$ cat src/hw/ext_bus_consts.svh
// offsets, field positions, reset values and timing counts of the external bus control
`ifndef EXT_BUS_CONSTS_SVH
`define EXT_BUS_CONSTS_SVH
`define AUX_CTRL_ADDR 8'h8E
`define CLK_CTRL0_ADDR 8'h8F
`define CLK_CTRL1_ADDR 8'h90
`define MEM_STATUS_ADDR 8'h91
`define AUX_PULLUP_DIS_BIT 7
`define AUX_STRETCH_BIT 5
`define AUX_XRS_HI_BIT 3
`define AUX_XRS_LO_BIT 2
`define AUX_EXTDATA_BIT 1
`define AUX_ALE_BIT 0
`define AUX_WRITE_MASK 8'hAF
`define CK0_CORE_X2_BIT 0
`define CK1_SPI_X2_BIT 0
`define XRS_RESET 2'h3
`define SLOW_PERIODS 12
`define FAST_PERIODS 6
`define STROBE_SHORT_PERIODS 6
`define STROBE_LONG_PERIODS 30
`endif

$ cat src/hw/ext_bus_pkg.sv
// types shared by the external bus control
package ext_bus_pkg;
    typedef enum logic [2:0] {
        PH_IDLE = 3'b000,
        PH_ADDR = 3'b001,
        PH_FETCH = 3'b010,
        PH_DATA = 3'b011,
        PH_HOLD = 3'b100
    } bus_phase_t;
    typedef enum logic [1:0] {
        REQ_NONE = 2'b00,
        REQ_CODE = 2'b01,
        REQ_DREAD = 2'b10,
        REQ_DWRITE = 2'b11
    } bus_req_t;
endpackage : ext_bus_pkg

$ cat src/hw/cycle_divider.sv
`timescale 1ns/100ps
// divider making one-cycle enables for machine cycle and strobe slots
module cycle_divider #(
    parameter int MAX_PERIODS = 12
) (
    input wire logic core_clk,
    input wire logic rst,
    input wire logic [4:0] periodCount,
    output logic cycleEnd,
    output logic halfPoint
);
    initial begin
        if (MAX_PERIODS < 2 || MAX_PERIODS > 31) $error("cycle_divider: bad MAX_PERIODS");
    end
    // running period count inside one machine cycle
    logic [4:0] count_r;
    always_ff @(posedge core_clk) begin
        if (rst || cycleEnd) begin
            count_r <= 5'h00;
        end else begin
            count_r <= count_r + 5'h01;
        end
    end
    // end of a cycle and its midpoint, for the two fetch strobes
    assign cycleEnd = (count_r >= periodCount - 5'h01);
    assign halfPoint = (count_r == (periodCount >> 1) - 5'h01);
endmodule : cycle_divider

$ cat src/hw/ext_bus_ctrl.sv
`timescale 1ns/100ps
// external memory bus control with auxiliary and clock control registers
// Summary of operation
// RL1: port zero multiplexes low address then data
// RL2: bus mode drives ones strongly, not floating
// RL3: two fetch strobes per external code cycle
// RL4: data access cycle skips both fetch strobes
// RL5: no fetch strobe for internal code fetches
// RL6: board holds access select low for external
// RL7: protection level one latches access select
// RL8: double speed bit picks 12 or 6
// RL9: reset loads speed from security byte
// RL10: peripheral fast bits act only when doubled
// RL11: stretch clear gives 6 period strobes
// RL12: stretch set gives 30 period strobes
// RL13: pull-up disable removes weak port pull-ups
// RL14: software never sets reserved auxiliary bits
// RL15: data select routes expansion ram or bus
// RL16: size code picks 256 to 1024 bytes
`include "ext_bus_consts.svh"
module ext_bus_ctrl (
    input wire logic core_clk,
    input wire logic rst,
    // classic wishbone slave
    input wire logic wb_cyc_i,
    input wire logic wb_stb_i,
    input wire logic wb_we_i,
    input wire logic [7:0] wb_adr_i,
    input wire logic [7:0] wb_dat_i,
    output logic [7:0] wb_dat_o,
    output logic wb_ack_o,
    // security byte settings and straps
    input wire logic securityDoubleSpeed,
    input wire logic securityExtData,
    input wire logic protectLevel1,
    input wire logic externalAccessSelect_n,
    // core requests
    input wire ext_bus_pkg::bus_req_t coreReq,
    input wire logic [15:0] coreAddr,
    input wire logic [7:0] coreWrData,
    input wire logic internalCodeHit,
    output logic coreDone,
    output logic [7:0] coreRdData,
    output logic useExternalCode,
    output logic useExpansionRam,
    output logic [10:0] expansionRamBytes,
    output logic [6:0] periphFast,
    output logic weakPullupOn,
    output logic cycleTick,
    // external bus pins
    input wire logic [7:0] addrData_i,
    output logic [7:0] addrData_o,
    output logic [7:0] addrData_oe_n,
    output logic [7:0] addrHigh,
    output logic addrLatch,
    output logic programFetchStrobe_n,
    output logic readStrobe_n,
    output logic writeStrobe_n
);
    import ext_bus_pkg::*;

    // whole state of the block
    typedef struct packed {
        logic [7:0] aux;
        logic [7:0] clk0;
        logic [7:0] clk1;
        logic eaLatched;
        logic ack;
        bus_phase_t phase;
        bus_req_t req;
        logic [4:0] strobeCnt;
        logic [7:0] rdData;
        logic [7:0] busOut;
        logic busDrive;
        logic [7:0] addrHi;
        logic ale;
        logic fetchN;
        logic rdN;
        logic wrN;
        logic done;
        logic secondHalf;
    } state_t;
    state_t st_r, st_nxt;

    // stretch bit chooses strobe length
    function automatic logic [4:0] strobeLen(input logic stretch);
        strobeLen = stretch ? 5'(`STROBE_LONG_PERIODS) : 5'(`STROBE_SHORT_PERIODS); // RL11 RL12
    endfunction : strobeLen

    logic coreX2;
    logic [4:0] periodCount;
    logic cycleEnd;
    logic halfPoint;
    logic wbReq;
    logic eaEffective;

    assign coreX2 = st_r.clk0[`CK0_CORE_X2_BIT];
    // machine cycle length from double speed bit
    assign periodCount = coreX2 ? 5'(`FAST_PERIODS) : 5'(`SLOW_PERIODS); // RL8
    assign wbReq = wb_cyc_i && wb_stb_i && !st_r.ack;
    // latched access select under protection, else live pin
    assign eaEffective = protectLevel1 ? st_r.eaLatched : externalAccessSelect_n; // RL7

    cycle_divider #(
        .MAX_PERIODS(`SLOW_PERIODS)
    ) u_div (
        .core_clk(core_clk),
        .rst(rst),
        .periodCount(periodCount),
        .cycleEnd(cycleEnd),
        .halfPoint(halfPoint)
    );

    // next state: registers, bus sequencing
    always_comb begin
        st_nxt = st_r;
        st_nxt.ack = 1'b0;
        st_nxt.done = 1'b0;
        // register writes; reserved bits are kept zero
        if (wbReq && wb_we_i) begin
            unique case (wb_adr_i)
                `AUX_CTRL_ADDR: st_nxt.aux = wb_dat_i & `AUX_WRITE_MASK; // RL14
                `CLK_CTRL0_ADDR: st_nxt.clk0 = wb_dat_i; // RL8
                `CLK_CTRL1_ADDR: st_nxt.clk1 = {7'h00, wb_dat_i[0]};
                default: ;
            endcase
        end
        if (wbReq) begin
            st_nxt.ack = 1'b1;
        end
        unique case (st_r.phase)
            PH_IDLE: begin
                // wait for a request at cycle end
                st_nxt.busDrive = 1'b0;
                st_nxt.fetchN = 1'b1;
                if (cycleEnd && coreReq != REQ_NONE) begin
                    if (coreReq == REQ_CODE && internalCodeHit && eaEffective) begin
                        st_nxt.done = 1'b1; // RL5
                    end else if (coreReq != REQ_CODE && !st_r.aux[`AUX_EXTDATA_BIT]) begin
                        st_nxt.done = 1'b1; // RL15
                    end else begin
                        st_nxt.req = coreReq;
                        st_nxt.phase = PH_ADDR;
                        st_nxt.busOut = coreAddr[7:0]; // RL1
                        st_nxt.busDrive = 1'b1; // RL2
                        st_nxt.addrHi = coreAddr[15:8];
                        st_nxt.ale = 1'b1;
                        st_nxt.secondHalf = 1'b0;
                    end
                end
            end
            PH_ADDR: begin
                // address phase ends, then fetch or data strobe
                st_nxt.ale = 1'b0;
                if (st_r.req == REQ_CODE) begin
                    st_nxt.phase = PH_FETCH;
                    st_nxt.busDrive = 1'b0;
                    st_nxt.fetchN = 1'b0; // RL3
                end else begin
                    st_nxt.phase = PH_DATA;
                    st_nxt.strobeCnt = strobeLen(st_r.aux[`AUX_STRETCH_BIT]);
                    st_nxt.busOut = coreWrData; // RL1
                    st_nxt.busDrive = (st_r.req == REQ_DWRITE);
                    st_nxt.rdN = (st_r.req != REQ_DREAD);
                    st_nxt.wrN = (st_r.req != REQ_DWRITE);
                end
            end
            PH_FETCH: begin
                // two strobes per machine cycle, one each half
                if (halfPoint || cycleEnd) begin
                    st_nxt.fetchN = 1'b1;
                    st_nxt.rdData = addrData_i;
                    if (!st_r.secondHalf) begin
                        st_nxt.secondHalf = 1'b1;
                        st_nxt.phase = PH_HOLD;
                    end else begin
                        st_nxt.done = 1'b1;
                        st_nxt.phase = PH_IDLE;
                    end
                end
            end
            PH_HOLD: begin
                // second fetch strobe of the same machine cycle
                st_nxt.fetchN = 1'b0; // RL3
                st_nxt.phase = PH_FETCH;
            end
            PH_DATA: begin
                // data strobe, fetch strobe held off throughout
                st_nxt.fetchN = 1'b1; // RL4
                st_nxt.strobeCnt = st_r.strobeCnt - 5'h01;
                if (st_r.strobeCnt == 5'h01) begin
                    st_nxt.rdN = 1'b1;
                    st_nxt.wrN = 1'b1;
                    st_nxt.rdData = addrData_i;
                    st_nxt.busDrive = 1'b0;
                    st_nxt.done = 1'b1;
                    st_nxt.phase = PH_IDLE;
                end
            end
            default: st_nxt.phase = PH_IDLE;
        endcase
    end

    // state register, reset loads settings from security byte
    always_ff @(posedge core_clk) begin
        if (rst) begin
            st_r <= '0;
            st_r.aux[`AUX_XRS_HI_BIT] <= 1'b1; // RL16
            st_r.aux[`AUX_XRS_LO_BIT] <= 1'b1; // RL16
            st_r.aux[`AUX_EXTDATA_BIT] <= securityExtData; // RL15
            st_r.clk0[`CK0_CORE_X2_BIT] <= securityDoubleSpeed; // RL9
            st_r.eaLatched <= externalAccessSelect_n; // RL7
            st_r.fetchN <= 1'b1;
            st_r.rdN <= 1'b1;
            st_r.wrN <= 1'b1;
            st_r.phase <= PH_IDLE;
        end else begin
            st_r <= st_nxt;
        end
    end

    // register read mux, status shows block state
    always_comb begin
        unique case (wb_adr_i)
            `AUX_CTRL_ADDR: wb_dat_o = st_r.aux;
            `CLK_CTRL0_ADDR: wb_dat_o = st_r.clk0;
            `CLK_CTRL1_ADDR: wb_dat_o = st_r.clk1;
            `MEM_STATUS_ADDR: wb_dat_o = {4'h0, eaEffective, st_r.phase};
            default: wb_dat_o = 8'h00;
        endcase
    end
    assign wb_ack_o = st_r.ack;

    // peripheral fast bits gated by core double speed
    assign periphFast = coreX2 ? {st_r.clk1[`CK1_SPI_X2_BIT], st_r.clk0[6:1]} : 7'h00; // RL10
    assign weakPullupOn = !st_r.aux[`AUX_PULLUP_DIS_BIT]; // RL13
    assign useExternalCode = !eaEffective; // RL6
    assign useExpansionRam = !st_r.aux[`AUX_EXTDATA_BIT];
    assign expansionRamBytes = {1'b0, st_r.aux[`AUX_XRS_HI_BIT:`AUX_XRS_LO_BIT], 8'h00} + 11'h100; // RL16
    assign cycleTick = cycleEnd;
    assign coreDone = st_r.done;
    assign coreRdData = st_r.rdData;
    assign addrData_o = st_r.busOut;
    // driven bits are strong in both levels
    assign addrData_oe_n = {8{!st_r.busDrive}}; // RL2
    assign addrHigh = st_r.addrHi;
    assign addrLatch = st_r.ale;
    assign programFetchStrobe_n = st_r.fetchN;
    assign readStrobe_n = st_r.rdN;
    assign writeStrobe_n = st_r.wrN;

    // low-time counter of the data strobes, too long to unroll as a repetition
    logic [5:0] lowCnt;
    always_ff @(posedge core_clk) begin
        lowCnt <= (rst || readStrobe_n && writeStrobe_n) ? 6'h00 : lowCnt + 6'h01;
    end
endmodule : ext_bus_ctrl

$ cat config.mk
export PLATFORM = sky130hd
export DESIGN_NAME = ext_bus_ctrl
export DESIGN_NICKNAME = d
export VERILOG_FILES = /design/src/hw/ext_bus_pkg.sv /design/src/hw/cycle_divider.sv /design/src/hw/ext_bus_ctrl.sv
export VERILOG_INCLUDE_DIRS = /design/src /design/src/hw
export SDC_FILE = /design/constraint.sdc
export NUM_CORES = 1
export LEC_CHECK = 0
export BUFFER_PORTS_ARGS = -buffer_cell sky130_fd_sc_hd__buf_2
export CELL_PAD_IN_SITES_DETAIL_PLACEMENT = 1
export CELL_PAD_IN_SITES_GLOBAL_PLACEMENT = 2
export CORE_MARGIN = 2
export CORE_UTILIZATION = 31
export DETAILED_ROUTE_END_ITERATION = 6
export HOLD_SLACK_MARGIN = 0.12
export PLACE_DENSITY = 0.83
export SYNTH_ARGS = -nofsm -noshare
export SYNTH_HDL_FRONTEND = slang
export SYNTH_HIERARCHICAL = 1
export SYNTH_SLANG_ARGS = --single-unit
$ cat constraint.sdc
create_clock -name core_clk -period 7.1 [get_ports core_clk]
set_input_delay 1.065 -clock core_clk [delete_from_list [all_inputs] [get_ports core_clk]]
set_output_delay 1.065 -clock core_clk [all_outputs]
set_load 0.01 [all_outputs]
==> results of run 1 <==
worst max-delay path by stage:
stage | startpoint | to | slack, ps | cells past startpoint
after floorplan | wb_adr_i[6] | wb_dat_o[0] | 3590 | 4
after global placement | wb_adr_i[6] | wb_dat_o[5] | 3190 | 5
after detailed placement | wb_adr_i[6] | wb_dat_o[3] | 3170 | 5
after CTS | wb_adr_i[6] | wb_dat_o[2] | 3160 | 6
after global routing | wb_adr_i[6] | wb_dat_o[7] | 2950 | 5
final | wb_adr_i[6] | wb_dat_o[7] | 3180 | 5
cells in the final DEF, fill, tap and decap left out, types with 13 or more instances in the layout:
master and n:
nor2_1 36, a21oi_1 19, nor3_1 16, o21ai_0 13, mux2i_1 22, inv_1 15
buf_2 119, dfxtp_1 60, nand3_1 18, conb_1 18, nand2_1 26, and2_1 17
metrics by stage:
step / total power, uW / utilization [%] / hold slack, ps
3_3_place_gp: 488 / 35.8 / 430
4_1_cts: 894 / 38.2 / 455
3_5_place_dp: 491 / 35.8 / 437
2_1_floorplan: 459 / - / 454
5_1_grt: 925 / 38.2 / 488
6_report: 885 / 38.2 / 448
layout make-up:
class / instances / area [sq um] / share of cell area (%)
clock buffer: 9 / 225 / 5.16
clock inverter: 7 / 48.8 / 1.12
inverter: 17 / 63.8 / 1.46
multi-input combinational: 295 / 1930 / 44.4
sequential: 63 / 1290 / 29.6
tap: 143 / 179 / 4.10
timing repair buffer: 122 / 618 / 14.2
layer usage:
layer | track usage, % | vias up | wire, um | share of wire [%]
met2 | 27.8 | 75 | 5060 | 51
met1 | 18.7 | 1558 | 4290 | 43
met3 | 5.24 | 6 | 557 | 5.6
li1 | - | 1615 | - | -
met5 | 0 | - | 0 | 0
met4 | 4.55 | 0 | 85 | 0.85
report_power, final:
part	total, uW	internal [uW]	switching [uW]
Clock	402	236	166
Sequential	379	367	11.2
Combinational	104	44.3	59.8
synthesized netlist by cell type (3+ instances only):
cell and instances:
nor4_1 3, nand3_1 18, xor2_1 9, nor3_1 16
nand2_1 26, xnor2_1 4, mux2i_1 22, o22ai_1 3
inv_1 15, a21oi_1 19, a221oi_1 10, nor2_1 36
nor2b_1 3, o21ai_0 13, nand3b_1 4, nand4b_1 3
and2_1 17, edfxtp_1 3, clkbuf_1 20, dfxtp_1 60
buf_4 39, ha_1 12, o21ai_1 4, a31oi_1 11
a211o_1 3
sequential cells by signal, indices dropped and copies added (netlist names):
name	cells
addrData_o	8
st_nxt	1
u_div/count_r	5
coreX2	1
programFetchStrobe_n	1
coreDone	1
readStrobe_n	1
addrLatch	1
st_r	26
writeStrobe_n	1
coreRdData	8
wb_ack_o	1
addrHigh	8
cell families after synthesis:
group / after synthesis
simple gates: 145
compound gates: 85
buf+inv: 79
flops: 63
mux: 22
xor+xnor: 13
fa+ha+maj: 12
other cells: 2
worst max-delay path: stages:
cell,delay [ps]
buf_2,90
or3b_1,540
nor3_1,760
a22o_1,270
buf_2,130
==> flow_summary.toml, run 1 <==
[global_route]
grt_pass1_wl_um = 16300
grt_pass1_vias = 3367
grtUsageTotal_pct = 15.9
grt_overflow = 0
antenna_found_initial = 0
grt_max_degree = 58

[floorplanning]
coreArea_sq_um = 11400
dieWidth_um = 112
die_h_um = 112
rows = 39
die-area_sq_um = 12600
start_util_pct = 31.7
ioPinCount = 128

[routing]
wl_per_cell_um = 15.2
routed_via_density = 4.96
antenna_left = 0
wirelength_um = 9990
via_count = 3254
drt_iter0_markers = 110
drt-pass1-iter-count = 4
drc_errors = 0

[yosys]
ys_warn_count = 6
synth_top_area_share_pct = 33.1
synth.ff_latch_count = 63
synth_fa_ha_area_share_pct = 4.14
synth_area_leader_cell = "dfxtp_1"
yosysSeqAreaShare_pct = 35.6
synth.area.top_cells = "dfxtp_1 33%, buf_4 8.1%, mux2i_1 6.1%"
ys_types = 61
synth_xor_area_share_pct = 3.14
synthMuxAreaShare_pct = 6.08
synth_edf_count = 3
synthSimpleGateAreaFrac_pct = 21.5
syn_area_sq_um = 3620
synthCells = 421
async_reset_ff_share_pct = 0
syn_avg_cell_area_sq_um = 8.61
synth_flop_cell = "dfxtp_1"
synth_compound_gate_area_share_pct = 16.6
synth_top_family_by_area = "simple AND/OR/NAND/NOR gates"

[placement]
dp.cells = 640
dp_slack_ps = 3170
placed_area_sq_um = 4090
place.gp.congestion = 0.746
port_buffers = 119
dp_hpwl_um = 7510

[min_path]
hold_depth = 1
min_to = "wb_ack_o$_SDFF_PP0_"
holdCritPathClass = "reg2reg"
hold_path.startpoint = "wb_ack_o$_SDFF_PP0_"

[clock_tree]
cts_buffers = 9
cts_setup_buffers = 0
cts.path.max_buffers = 2
cts_root_buffer = "clkbuf_16"
post_cts_resized = 0
clock_sinks = 63
clk_latency_ps = 330
cts_tree = "built"
clkTransAtPathRegs_ps = 60
cts-hold-fix-buffers = 0
htree_levels = 3

[sta]
max_freq_ghz = 0.255
relSlewSlack_pct = 43.1
setup_slack_ps = 3180
finalCritPeriodShare_pct = 55.2
slew_viol_final = 0
fin_crit_ps = 3920
setup_viol_count_final = 0
setup-tns-final_ps = 0
fin_worst_skew_ps = 11.5
tightest_slew_ps = 851
finalHoldViolations = 0
rsz0062_at_grt = "no"

[power]
cellPowerDensity_nw_per_um2 = 203
ir_worst_vdd_mv = 0.0877
cellLeakagePower_uw = 0.00184

[layout]
layout.cells.non_filler = 656
synthToLayoutAreaGrowth_pct = 20.3
diodes = 0
fill_cells = 1449
fin_nets = 580
design_area_sq_um = 4360
drive_above_1_share_pct = 28.7

[setup_path]
cp.arrival_ps = 2860
worst-path-max-fanout = 8
r2r-start = "coreX2$_DFFE_PP_"
worstSetupPathType = "in2out"
r2r-end = "addrData_o[6]$_SDFFE_PP0P_"
ff2ff_path_depth = 11
r2r_setup_slack_ps = 3550
cp_data_required_time_ps = 6030
cp-start-kind = "input port"
end_kind = "output port"

[run]
drv_cap = 0

[outcome]
status = "finished clean"
Power figures use the tool's default switching activity.
==> run 2, diff against run 1 <==
--- a/config.mk
+++ b/config.mk
@@ -10,10 +10,10 @@
 export CELL_PAD_IN_SITES_DETAIL_PLACEMENT = 1
 export CELL_PAD_IN_SITES_GLOBAL_PLACEMENT = 2
 export CORE_MARGIN = 2
-export CORE_UTILIZATION = 31
+export CORE_UTILIZATION = 26
 export DETAILED_ROUTE_END_ITERATION = 6
 export HOLD_SLACK_MARGIN = 0.12
-export PLACE_DENSITY = 0.83
+export PLACE_DENSITY = 0.74
 export SYNTH_ARGS = -nofsm -noshare
 export SYNTH_HDL_FRONTEND = slang
 export SYNTH_HIERARCHICAL = 1
==> constraint.sdc (replaced) <==
create_clock -name core_clk -period 3.14 [get_ports core_clk]
set_input_delay 0.471 -clock core_clk [delete_from_list [all_inputs] [get_ports core_clk]]
set_output_delay 0.471 -clock core_clk [all_outputs]
set_load 0.01 [all_outputs]
==> flow_summary.toml, run 2 (same netlist as run 1, synthesis figures left out) <==
[clock_tree]
cts_buffers = 9
clkTransAtPathRegs_ps = 50
cts_tree = "built"
cts_root_buffer = "clkbuf_16"
clk_latency_ps = 340
cts.path.max_buffers = 2
htree_levels = 3
cts-hold-fix-buffers = 0
clock_sinks = 63

[power]
cellLeakagePower_uw = 0.00192
power.switching_uw = 539
combPwrFrac_pct = 11.5
ir_worst_vdd_mv = 0.244
seq_power_share_pct = 39.7
intPower_uw = 1610
cellPowerDensity_nw_per_um2 = 475
clkPwrFrac_pct = 48.9
p_sw_share_pct = 25.0

[layout]
drive_above_1_share_pct = 29.9
fin_nets = 588
fill_cells = 1697
final_cell_mix = "119 x buf_2, 60 x dfxtp_1, 36 x nor2_1"
layout.cells.non_filler = 702
final_common_cell = "buf_2"
synthToLayoutAreaGrowth_pct = 25.0
largest_reg_flops = 26
finish.utilization_pct = 32.9
top_register = "st_r"

[floorplanning]
start_util_pct = 26.3
die_h_um = 122
dieWidth_um = 122
die-area_sq_um = 14900
coreArea_sq_um = 13800
ioPinCount = 128
rows = 43

[min_path]
holdCritPathClass = "in2reg"
hold_depth = 1

[sta]
finalHoldViolations = 0
tightest_slew_ps = 744
fin_crit_ps = 2810
fin_worst_skew_ps = 6.22
setup_slack_ps = 334
holdWs_ps = 333
max_freq_ghz = 0.356
finalCritPeriodShare_pct = 89.4
relSlewSlack_pct = 50.0
slew_viol_final = 0
setup-tns-final_ps = 0
setup_viol_count_final = 0
rsz0062_at_grt = "no"

[routing]
antenna_left = 0
wirelength_um = 10900
via_count = 3270
drt-pass1-iter-count = 4
routed_via_density = 4.66
drt_iter0_markers = 164
wl_per_cell_um = 15.5
drc_errors = 0

[placement]
port_buffers = 119
dp_slack_ps = 170
dp_hpwl_um = 8090
dp.cells = 684
place.gp.congestion = 0.812

[global_route]
grt_max_degree = 35
grt_pass1_vias = 3351
grt_pass1_wl_um = 17400
antenna_found_initial = 0
grt_overflow = 0
grtUsageTotal_pct = 15.0

[setup_path]
worstSetupPathType = "reg2reg"
end_kind = "flop"
slowest_delay_ps = 340
ff2ff_path_depth = 12
cp.arrival_ps = 3040
path_cells = "inv_1 > ha_1 > xnor2_1 > ha_1 > nand4_1 > o22ai_2 > a211o_1 > o21a_1 > o221a_2 > buf_4 > a31oi_1 > a221oi_1"
worst-path-max-fanout = 18
crit_top_cell = "ha_1"
cp-start-kind = "flop"
cp_data_required_time_ps = 3370
slowest_stage = "edfxtp_1"

[run]
drv_cap = 0

[outcome]
status = "finished clean"
-- run 2: metal layers --
metal / part of all wire, % / routed length, um / GRT usage, %
met5: 0 / 0 / 0
met4: 1.4 / 150 / 4.96
met3: 5.4 / 592 / 4.87
met2: 48 / 5200 / 24.3
met1: 45 / 4920 / 18.7
-- run 2: power by group through the flow --
| stage | clock network, uW | logic, uW | registers, uW |
|---|---|---|---|
| finish | 1050 | 247 | 854 |
| global route | 1130 | 278 | 857 |
| CTS | 1080 | 250 | 854 |
| detailed placement | 0 | 247 | 871 |
| global placement | 0 | 242 | 869 |
| floorplan | 0 | 175 | 864 |
-- run 2: final timing paths --
path	endpoint	startpoint	slack, ps
max	addrData_o[5]$_SDFFE_PP0P_	coreX2$_DFFE_PP_	330
min	st_nxt[42]$_DFFE_PP_	externalAccessSelect_n	330
max reg2reg	addrData_o[5]$_SDFFE_PP0P_	coreX2$_DFFE_PP_	330
min reg2reg	wb_ack_o$_SDFF_PP0_	wb_ack_o$_SDFF_PP0_	450
-- run 2: critical path: cells and delay by family (launching register included) --
| family | cells | cell delay (ps) |
|---|---|---|
| buffers and inverters | 2 | 320 |
| adder cells (fa/ha/maj) | 2 | 500 |
| AO/OA/AOI/OAI | 6 | 1300 |
| flip-flops | 1 | 340 |
| AND/OR/NAND/NOR | 1 | 100 |
| XOR/XNOR | 1 | 130 |
-- run 2: what timing repair did --
| action | CTS | global route |
|---|---|---|
| buffers inserted | 0 | 1 |
| endpoints found under the setup margin | 0 | 9 |
| hold endpoints to repair | 0 | 0 |
| resized for setup | 0 | 1 |
-- run 2: stage by stage --
stage / cell area, sq um / total power, uW
final: 4530 / 2150
after global placement: 4190 / 1110
after detailed placement: 4190 / 1120
after global routing: 4530 / 2260
after floorplan: 3680 / 1040
after CTS: 4500 / 2190
-- run 2: final cells by class --
type | instances | area, sq um | area share (%)
antenna | 1 | 2.50 | 0.0552
clock buffer | 12 | 267 | 5.88
clock inverter | 4 | 52.6 | 1.16
inverter | 17 | 63.8 | 1.41
multi-input combinational | 295 | 1940 | 42.8
sequential | 63 | 1290 | 28.5
tap | 180 | 225 | 4.97
timing repair buffer | 130 | 691 | 15.2
